**src/core/io_channel_pkg.sv**
```systemverilog
package io_channel_pkg;

	// ----------------------------------------------------------------
	// Register map (byte addresses, one aligned word each)
	// ----------------------------------------------------------------
	localparam logic [7:0] ADDR_CTRL = 8'h00;
	localparam logic [7:0] ADDR_STAT = 8'h04;
	localparam logic [7:0] ADDR_RESULT = 8'h08;

	// Control word fields
	localparam int CTRL_OP_LSB = 0;
	localparam int CTRL_ARG_LSB = 8;

	// Status word fields
	localparam int STAT_BUSY_BIT = 0;
	localparam int STAT_TIMEOUT_BIT = 1;
	localparam int STAT_DONE_BIT = 2;
	localparam int STAT_ATTN_BIT = 3;

	// Result word fields
	localparam int RES_STATUS_LSB = 0;
	localparam int RES_DEVNUM_LSB = 8;
	localparam int RES_COND_LSB = 16;

	// Reset values
	localparam logic [7:0] RESET_BYTE = 8'h00;

	// ----------------------------------------------------------------
	// Timing
	// ----------------------------------------------------------------
	localparam int CLK_MHZ = 100;
	localparam int TIMEOUT_US = 50;
	localparam int TIMEOUT_CYCLES = TIMEOUT_US * CLK_MHZ;
	localparam int CLEAR_US = 1;
	localparam int CLEAR_CYCLES = CLEAR_US * CLK_MHZ;

	// ----------------------------------------------------------------
	// Orders, exchanges and phases
	// ----------------------------------------------------------------
	typedef enum logic [2:0] {
		OP_NONE,
		OP_SELECT,
		OP_STATUS,
		OP_COMMAND,
		OP_ACK,
		OP_CLEAR
	} op_e;

	typedef enum logic [1:0] {
		XCH_SELECT,
		XCH_STATUS,
		XCH_COMMAND,
		XCH_ACK
	} xch_e;

	typedef enum logic [2:0] {
		PH_IDLE,
		PH_SETUP,
		PH_STROBE,
		PH_RELEASE,
		PH_CLEAR
	} phase_e;

	// Lines from the channel to the controllers
	typedef struct packed {
		logic [7:0] host_to_device_lines;
		logic select_strobe;
		logic status_request_line;
		logic command_strobe;
		logic interrupt_acknowledge;
		logic system_clear;
	} host_pins_s;

	// Lines from the controllers to the channel
	typedef struct packed {
		logic [7:0] device_to_host_lines;
		logic sync_response;
		logic attention_request;
	} dev_pins_s;

endpackage : io_channel_pkg

```
**src/core/io_sync2.sv**
```systemverilog
`timescale 1ns/1ps
module io_sync2 #(
	parameter int WIDTH = 10
) (
	input wire logic clk_in, // Clock
	input wire logic rst_in, // Async reset, active high
	input wire logic ce_in, // Clock enable
	input wire logic [WIDTH-1:0] async_in, // Pin levels
	output logic [WIDTH-1:0] sync_out // Synchronised levels
);

	logic [WIDTH-1:0] meta_reg;
	logic [WIDTH-1:0] sync_reg;

	// ----------------------------------------------------------------
	// Two flip-flops per bit; the first is read only by the second
	// ----------------------------------------------------------------
	genvar i;
	generate
		for (i = 0; i < WIDTH; i++) begin : g_bit
			always_ff @(posedge clk_in or posedge rst_in) begin
				if (rst_in) begin
					meta_reg[i] <= 1'b0;
					sync_reg[i] <= 1'b0;
				end else if (ce_in) begin
					meta_reg[i] <= async_in[i];
					sync_reg[i] <= meta_reg[i];
				end
			end
		end
	endgenerate

	assign sync_out = sync_reg;

endmodule : io_sync2

```
**src/core/io_channel_host.sv**
```systemverilog
`timescale 1ns/1ps
module io_channel_host
	import io_channel_pkg::*;
#(
	parameter int TIMEOUT_CYC = TIMEOUT_CYCLES,
	parameter int CLEAR_CYC = CLEAR_CYCLES
) (
	input wire logic MCLK_IN, // 100 MHz clock
	input wire logic RST_IN, // Async reset, active high
	input wire logic CE_IN, // Clock enable, freezes all state when low
	input wire logic HSEL_IN, // AHB slave select
	input wire logic [31:0] HADDR_IN, // AHB address
	input wire logic [1:0] HTRANS_IN, // AHB transfer type
	input wire logic HWRITE_IN, // AHB write
	input wire logic [2:0] HSIZE_IN, // AHB size
	input wire logic [31:0] HWDATA_IN, // AHB write data
	input wire logic HREADY_IN, // AHB bus ready
	output logic [31:0] HRDATA_OUT, // AHB read data
	output logic HREADYOUT_OUT, // AHB slave ready
	output logic HRESP_OUT, // AHB response, always OKAY
	output io_channel_pkg::host_pins_s BUS_OUT, // Lines toward the controllers
	input wire io_channel_pkg::dev_pins_s BUS_IN // Lines from the controllers
);

	localparam int CW = $clog2(TIMEOUT_CYC + CLEAR_CYC + 1);

	// ----------------------------------------------------------------
	// Pin synchronisers
	// ----------------------------------------------------------------
	dev_pins_s pins_s;

	io_sync2 #(.WIDTH($bits(dev_pins_s))) u_sync (
		.clk_in(MCLK_IN),
		.rst_in(RST_IN),
		.ce_in(CE_IN),
		.async_in(BUS_IN),
		.sync_out(pins_s)
	);

	wire sync_w = pins_s.sync_response;

	// ----------------------------------------------------------------
	// AHB-Lite slave
	// ----------------------------------------------------------------
	logic wr_pend_reg;
	logic [7:0] wr_addr_reg;
	logic [31:0] rdata_reg;
	logic [31:0] rdata_next;

	wire addr_phase_w = HSEL_IN && HREADY_IN && HTRANS_IN[1];
	wire wr_start_w = addr_phase_w && HWRITE_IN;
	wire rd_start_w = addr_phase_w && !HWRITE_IN;
	wire wr_ctrl_w = CE_IN && wr_pend_reg && (wr_addr_reg == ADDR_CTRL);
	wire wr_stat_w = CE_IN && wr_pend_reg && (wr_addr_reg == ADDR_STAT);

	// ----------------------------------------------------------------
	// Sequencer state
	// ----------------------------------------------------------------
	phase_e phase_reg;
	phase_e phase_next;
	xch_e xch_reg;
	xch_e xch_next;
	op_e op_reg;
	logic [7:0] arg_reg;
	logic [7:0] lines_reg;
	logic [7:0] status_byte_reg;
	logic [7:0] devnum_reg;
	logic [3:0] cond_reg;
	logic [CW-1:0] cnt_reg;
	logic timeout_reg;
	logic done_reg;

	wire busy_w = (phase_reg != PH_IDLE);
	wire [2:0] wr_op_w = HWDATA_IN[CTRL_OP_LSB +: 3];
	wire start_w = wr_ctrl_w && !busy_w && (wr_op_w != 3'(OP_NONE)) && (wr_op_w <= 3'(OP_CLEAR));
	wire expired_w = (cnt_reg >= CW'(TIMEOUT_CYC - 1));
	wire clear_end_w = (cnt_reg >= CW'(CLEAR_CYC - 1));
	wire strobe_ack_w = (phase_reg == PH_STROBE) && sync_w;
	wire release_ok_w = (phase_reg == PH_RELEASE) && !sync_w;
	wire tmo_evt_w = ((phase_reg == PH_STROBE) && !sync_w && expired_w) ||
		((phase_reg == PH_RELEASE) && sync_w && expired_w);

	// Exchange that follows the one just closed, if any
	function automatic logic [2:0] follow(input op_e op, input xch_e x);
		logic [2:0] r;
		r = 3'b000;
		unique case (x)
			XCH_ACK: r = {1'b1, XCH_SELECT};
			XCH_SELECT: begin
				if (op == OP_STATUS || op == OP_ACK)
					r = {1'b1, XCH_STATUS};
				else if (op == OP_COMMAND)
					r = {1'b1, XCH_COMMAND};
			end
			XCH_STATUS, XCH_COMMAND: r = 3'b000;
		endcase
		return r;
	endfunction : follow

	wire [2:0] after_w = follow(op_reg, xch_reg);
	wire more_w = after_w[2];

	// First exchange of an order
	wire xch_e first_w = (op_e'(wr_op_w) == OP_ACK) ? XCH_ACK : XCH_SELECT;

	always_comb begin
		phase_next = phase_reg;
		xch_next = xch_reg;
		unique case (phase_reg)
			PH_IDLE: begin
				if (start_w) begin
					phase_next = (op_e'(wr_op_w) == OP_CLEAR) ? PH_CLEAR : PH_SETUP;
					xch_next = first_w;
				end
			end
			PH_SETUP: phase_next = PH_STROBE;
			PH_STROBE: begin
				if (sync_w)
					phase_next = PH_RELEASE;
				else if (expired_w)
					phase_next = PH_IDLE;
			end
			PH_RELEASE: begin
				if (!sync_w && more_w) begin
					phase_next = PH_SETUP;
					xch_next = xch_e'(after_w[1:0]);
				end else if (!sync_w || expired_w)
					phase_next = PH_IDLE;
			end
			PH_CLEAR: begin
				if (clear_end_w)
					phase_next = PH_IDLE;
			end
		endcase
	end

	// ----------------------------------------------------------------
	// Sequencer registers
	// ----------------------------------------------------------------
	always_ff @(posedge MCLK_IN or posedge RST_IN) begin
		if (RST_IN) begin
			phase_reg <= PH_IDLE;
			xch_reg <= XCH_SELECT;
			op_reg <= OP_NONE;
			arg_reg <= RESET_BYTE;
			cnt_reg <= '0;
		end else if (CE_IN) begin
			phase_reg <= phase_next;
			xch_reg <= xch_next;
			cnt_reg <= (phase_next != phase_reg) ? '0 : cnt_reg + CW'(1);
			if (start_w) begin
				op_reg <= op_e'(wr_op_w);
				arg_reg <= HWDATA_IN[CTRL_ARG_LSB +: 8];
			end
		end
	end

	// Byte placed on the lines: device number for select, command byte
	// for command; removed when the strobe drops.
	always_ff @(posedge MCLK_IN or posedge RST_IN) begin
		if (RST_IN) begin
			lines_reg <= RESET_BYTE;
		end else if (CE_IN) begin
			if (phase_next == PH_SETUP && xch_next == XCH_SELECT)
				lines_reg <= (op_reg == OP_ACK && phase_reg != PH_IDLE) ? devnum_reg :
					(phase_reg == PH_IDLE ? HWDATA_IN[CTRL_ARG_LSB +: 8] : arg_reg);
			else if (phase_next == PH_SETUP && xch_next == XCH_COMMAND)
				lines_reg <= arg_reg;
			else if (phase_next != PH_STROBE)
				lines_reg <= RESET_BYTE;
		end
	end

	// Captured answers. Status bits are numbered from the top of the byte,
	// so bits 4 to 7 are the low nibble that holds the busy/end conditions.
	always_ff @(posedge MCLK_IN or posedge RST_IN) begin
		if (RST_IN) begin
			status_byte_reg <= RESET_BYTE;
			devnum_reg <= RESET_BYTE;
			cond_reg <= 4'h0;
		end else if (CE_IN && strobe_ack_w) begin
			if (xch_reg == XCH_STATUS) begin
				status_byte_reg <= pins_s.device_to_host_lines;
				cond_reg <= pins_s.device_to_host_lines[3:0];
			end
			if (xch_reg == XCH_ACK)
				devnum_reg <= pins_s.device_to_host_lines;
		end
	end

	// Sticky flags; a setting event wins over a write-one clear
	always_ff @(posedge MCLK_IN or posedge RST_IN) begin
		if (RST_IN) begin
			timeout_reg <= 1'b0;
			done_reg <= 1'b0;
		end else if (CE_IN) begin
			if (tmo_evt_w)
				timeout_reg <= 1'b1;
			else if (wr_stat_w && HWDATA_IN[STAT_TIMEOUT_BIT])
				timeout_reg <= 1'b0;
			if (busy_w && phase_next == PH_IDLE)
				done_reg <= 1'b1;
			else if (wr_stat_w && HWDATA_IN[STAT_DONE_BIT])
				done_reg <= 1'b0;
		end
	end

	// ----------------------------------------------------------------
	// Bus outputs
	// ----------------------------------------------------------------
	wire strobing_w = (phase_reg == PH_STROBE);

	assign BUS_OUT.host_to_device_lines = lines_reg;
	assign BUS_OUT.select_strobe = strobing_w && (xch_reg == XCH_SELECT);
	assign BUS_OUT.status_request_line = strobing_w && (xch_reg == XCH_STATUS);
	assign BUS_OUT.command_strobe = strobing_w && (xch_reg == XCH_COMMAND);
	assign BUS_OUT.interrupt_acknowledge = strobing_w && (xch_reg == XCH_ACK);
	assign BUS_OUT.system_clear = (phase_reg == PH_CLEAR);

	// ----------------------------------------------------------------
	// Register read mux and AHB data phase
	// ----------------------------------------------------------------
	logic [31:0] stat_word_w;
	logic [31:0] result_word_w;

	always_comb begin
		stat_word_w = '0;
		stat_word_w[STAT_BUSY_BIT] = busy_w;
		stat_word_w[STAT_TIMEOUT_BIT] = timeout_reg;
		stat_word_w[STAT_DONE_BIT] = done_reg;
		stat_word_w[STAT_ATTN_BIT] = pins_s.attention_request;
		result_word_w = '0;
		result_word_w[RES_STATUS_LSB +: 8] = status_byte_reg;
		result_word_w[RES_DEVNUM_LSB +: 8] = devnum_reg;
		result_word_w[RES_COND_LSB +: 4] = cond_reg;
		unique case (HADDR_IN[7:0])
			ADDR_CTRL: rdata_next = {16'h0000, arg_reg, 5'h00, op_reg};
			ADDR_STAT: rdata_next = stat_word_w;
			ADDR_RESULT: rdata_next = result_word_w;
			default: rdata_next = '0;
		endcase
		if (HADDR_IN[31:8] != 24'h000000)
			rdata_next = '0;
	end

	// Zero wait states: read data is snapped in the address phase
	always_ff @(posedge MCLK_IN or posedge RST_IN) begin
		if (RST_IN) begin
			wr_pend_reg <= 1'b0;
			wr_addr_reg <= 8'h00;
			rdata_reg <= '0;
		end else if (CE_IN) begin
			if (HREADY_IN) begin
				wr_pend_reg <= wr_start_w && (HADDR_IN[31:8] == 24'h000000);
				wr_addr_reg <= HADDR_IN[7:0];
			end
			if (rd_start_w)
				rdata_reg <= rdata_next;
		end
	end

	assign HRDATA_OUT = rdata_reg;
	assign HREADYOUT_OUT = 1'b1;
	assign HRESP_OUT = 1'b0;

endmodule : io_channel_host

```
**config.mk**
```make
export PLATFORM = sky130hd
export DESIGN_NAME = io_channel_host
export DESIGN_NICKNAME = d
export VERILOG_FILES = /design/src/core/io_channel_pkg.sv /design/src/core/io_sync2.sv /design/src/core/io_channel_host.sv
export SDC_FILE = /design/constraint.sdc
export NUM_CORES = 1
export LEC_CHECK = 0
export BUFFER_PORTS_ARGS = -buffer_cell sky130_fd_sc_hd__buf_2
export CORE_AREA = 8 8 104 106
export CTS_CLUSTER_SIZE = 40
export DETAILED_ROUTE_END_ITERATION = 10
export DIE_AREA = 0 0 112 114
export PLACE_DENSITY = 0.93
export SLEW_MARGIN = 40
export SYNTH_ARGS = -nofsm -noshare
export SYNTH_HDL_FRONTEND = slang
export SYNTH_SLANG_ARGS = --single-unit
```
**constraint.sdc**
```tcl
create_clock -name MCLK_IN -period 8.1 [get_ports MCLK_IN]
set_input_delay 0.81 -clock MCLK_IN [delete_from_list [all_inputs] [get_ports MCLK_IN]]
set_output_delay 0.81 -clock MCLK_IN [all_outputs]
set_load 0.05 [all_outputs]
```
Yosys cells after proc, flatten, opt, wreduce, memory -nomap -nowiden
Index checks and enable logic that the tools add are counted. W data, S select, Z words.

$add $sub $neg: 1. Order comparisons: 3. Equality and inequality tests: 19. Mux-type cells: 27. Reductions and logical operators: 56.

Operators by type and width (number): $pmux W20 S3 (1); $mux W8 (5); $mux W32 (1); $logic_and A1 B1 Y1 (28); $mux W3 (9); $logic_not A24 Y1 (1); $reduce_bool A24 Y1 (1); $eq A8 B3 Y1 const B (2); $logic_not A8 Y1 (2); $reduce_and A2 Y1 (8); $pmux W3 S5 (1); $add A13 B1 Y13 const B (1); $ge A13 B13 Y1 const B (1); $ge A13 B7 Y1 const B (1); $mux W13 (1); $eq A3 B2 Y1 const B (4); $eq A3 B3 Y1 const B (4); $pmux W3 S3 (1); $reduce_bool A3 Y1 (3); $eq A8 B4 Y1 const B (1); $eq A2 B2 Y1 const B (3); $eq A3 B1 Y1 const B (2); $logic_not A3 Y1 (2); $mux W2 (3); other kinds (11) (20).

Register bits: 120. Input bits: 85. Output and inout bits: 47. Word-level logic and storage cells: 140.

Depth between registers and ports, before layout
Depth in word-level cells: 11. Mapped depth: 10. Gate-level depth less buffers: 9.

Cells and area by module
A second synthesis with hierarchy kept.

Cells, all modules: 470. Area, all modules: 5216.3 um^2.

By module, submodules not included: io_channel_host (instances 1, cells an instance 427, area an instance 4389.2 um^2, sequential area each 2102.0 um^2); io_sync2 (instances 1, cells an instance 43, area an instance 827.0 um^2, sequential area each 500.5 um^2).

Least setup slack after synthesis
OpenSTA, ideal clock, no wires.

Path type: input to register. Start point: input CE_IN. End point: register rdata_reg[16], in the netlist HRDATA_OUT[16]. Setup time: 67 ps. Arrival time: 2618 ps. Required time: 8033 ps. Path slack: 5415 ps. Stages on the path: 9. Buffers on the path: 2. Cell sequence: buf_2 nand2_1 or3_1 nor4_1 nand2_1 or2_2 clkbuf_1 nor2_1 a22o_1.

Cells in the longest elaborated chain, start to end: 1.

RTL lines: start, declared (RTL line io_channel_host.sv:10) `input wire logic CE_IN,`; $reduce_and A2 Y1 (no line); end signal, assigned (RTL line io_channel_host.sv:258) `rdata_reg <= rdata_next;`; end, declared (RTL line io_channel_host.sv:47) `logic [31:0] rdata_reg;`.

No other way between the ends. A chain may end at the register's enable or synchronous reset.

Worst setup path in the final report
Start point: input CE_IN. End point: register rdata_reg[5], in the netlist HRDATA_OUT[5].

Same word-level chain as after synthesis.

==> results.toml <==
[routing]
ant_nets = 0
drc = 0
initialDrtViolationCount = 263
wirelength_um = 12300
vias_per_cell = 6.00
vias = 3913
wl_per_cell_um = 18.8
dr.pass1.iters = 4

[clock_tree]
postCtsSetupRepairBufs = 0
ctsResizeCount = 0
htree_levels = 3
cts_tree = "built"
hold_buffers = 0
root_buffer = "clkbuf_8"
cts.sinks = 104
clkSlewWorstSetupHoldPaths_ns = 0.11
clockBufferDepth = 2
insertion_delay_ns = 0.37
cts_buffers = 9

[grt]
grt_max_degree = 69
gr-total-overflow = 0
first_global_vias = 4022
grt_usage_pct = 19.4
antenna_found_initial = 0
grt_pass1_wl_um = 20100

[placed_design]
gp_congestion = 0.883
port_buffers = 92
place_inst = 636
dp_hpwl_um = 9030

[cells_and_area]
multiInputGateArea_um2 = 2280
fin_nets = 626
seq_area_um2 = 2600
drive_gt1_share_pct = 33.1
largest_register_ffs = 20
mostFrequentLayoutCells = "dfrtp_1, buf_2, mux2_2"
fin_cells = 652
num-fill-cells = 715
n_antenna_cell = 0
area_growth_pct = 13.6
layout_commonest_cell = "dfrtp_1"

[setup_path]
crit_chain = "buf_2 > buf_4 > nand2_1 > or3_1 > nor4_1 > nand2_1 > or2_2 > nor2_1 > a22o_1"
worst-path-buf-inv = 2
crit_path_start_kind = "input pin"
path_delay_family = "simple AND/OR/NAND/NOR gates"
crit_path_start = "CE_IN"
crit_slowest_cell = "or3_1"
required_ns = 8.42
rr_worst_depth = 8
worstPathArrival_ns = 4.22
cp_max_fo = 56
r2r_start = "phase_reg[1]$_DFFE_PP0P_"
critPathMaxStageDelay_ns = 0.80
regToRegSetupSlack_ns = 5.04
crit_path_frequent_cell = "nand2_1"
cp-end-kind = "register"
path_class = "in2reg"
cp_num_cells = 9

[floorplanning]
fp.dieW_um = 112
die_area_um2 = 12800
start_util_pct = 55.6
num_rows = 35
io_pins = 132
core_area_um2 = 9110
dieHeight_um = 114

[synth]
synth-xor-area-share_pct = 1.04
ys.flop_type = "dfrtp_1"
synth_warnings = 0
netlist-cell-type-count = 56
async_flop_share_pct = 100
yosysTopAreaCellShare_pct = 51.4
synth_edf_count = 0
netlist.top_cell.by_area = "dfrtp_1"
ys_seq_area_share_pct = 51.4
synth_seq_cells = 104
synth_top_family_by_area = "multiplexers"
synthSimpleGateAreaFrac_pct = 13.2
synth-adder-area-share_pct = 1.24
syn_area_per_cell_um2 = 11.1
syn_inst = 455
syn-cell-area_um2 = 5060
synthMuxAreaShare_pct = 14.2
yosys-top-cells-area = "dfrtp_1, mux2_2, a22o_1"
synth_compound_area_share_pct = 14.2

[outcome]
outcome = "completed"

[timing]
final.setup_skew_ns = 0.0123
rsz0062_at_grt = "false"
final-hold-violation-count = 0
whs_ns = 0.447
slew_violations = 0
worstMarginPinSlew_ns = 0.805
tns_ns = 0
fin_crit_sh_pct = 48.1
relSlewSlack_pct = 46.3
period_needed_ns = 3.90
timing.fmax_ghz = 0.256
setup_viol = 0

[job]
cap_violations = 0

[pwr]
power_density_nw_per_um2 = 231
ir_worst_vdd_mv = 0.119
power.leakage_nw = 2.78

[worst_hold_path]
worst_hold_path_type = "in2async"
layout make-up:
type | instances | area share (%)
well taps | 111 | 2.42
multi-input cells | 315 | 39.7
clock inverters | 6 | 0.979
clock buffers | 10 | 2.39
repair buffers | 95 | 8.46
flip-flops and latches | 104 | 45.3
inverters | 11 | 0.762
through the flow:
step / setup slack [ns] / util, % / cell area [um2] / total power, W
6_report: 4.20 / 63.1 / 5750 / 0.00133
5_1_grt: 4.01 / 63.1 / 5750 / 0.00140
4_1_cts: 4.27 / 63.0 / 5740 / 0.00133
3_3_place_gp: 4.06 / 60.9 / 5550 / 0.000990
2_1_floorplan: 4.56 / - / 5110 / 0.000926
3_5_place_dp: 3.87 / 60.9 / 5550 / 0.00101
power by group:
group | internal (W) | switching (W) | leakage, nW
clock | 0.000128 | 0.000189 | 0.0977
sequential | 0.000593 | 0.0000850 | 1.35
combinational | 0.000142 | 0.000193 | 1.33
cells by family after synthesis:
family / Yosys count
flip-flops: 104
XOR/XNOR: 6
AO/OA/AOI/OAI: 101
AND/OR/NAND/NOR: 124
multiplexers: 65
other: 2
buffers and inverters: 48
adder cells (fa/ha/maj): 5
worst paths after layout:
| kind | to |
|---|---|
| worst max-delay path | HRDATA_OUT[5]$_DFFE_PP0P_ |
| worst min-delay path | cnt_reg[3]$_DFFE_PP0P_ |
| worst max register to register | lines_reg[5]$_DFFE_PP0P_ |
| worst min register to register | HRDATA_OUT[11]$_DFFE_PP0P_ |
| max in group asynchronous | done_reg$_DFFE_PP0P_ |
| min in group MCLK_IN | HRDATA_OUT[11]$_DFFE_PP0P_ |
cell usage after synthesis, types with 3 or more instances:
master and n:
nand3b_1 4, nor4_1 9, and3_1 12, buf_4 14, or3_1 3, o31ai_1 4, nand2_1 37, nand3_1 12
inv_1 11, xnor2_1 4, clkbuf_1 19, mux2i_1 11, a2bb2oi_1 9, a21oi_1 14, nor2b_1 5, nor2_1 18
mux2_2 54, a22o_1 19, nand2b_1 7, o22ai_1 10, dfrtp_1 104, ha_1 5, o21ai_0 25
layer usage:
| layer | wire length (um) | track usage [%] |
|---|---|---|
| met1 | 4990 | 23.0 |
| met2 | 5910 | 31.6 |
| met4 | 377 | 10.4 |
| met5 | 0 | 0 |
| met3 | 1000 | 5.23 |
worst register-to-register path: cells and delay by family (launching register included):
family / cells / cell delay, ns
buf+inv: 1 / 0.23
compound gates: 5 / 1.36
simple gates: 2 / 0.87
flops: 1 / 0.55
Note: power is estimated with default switching activity, not from simulation.
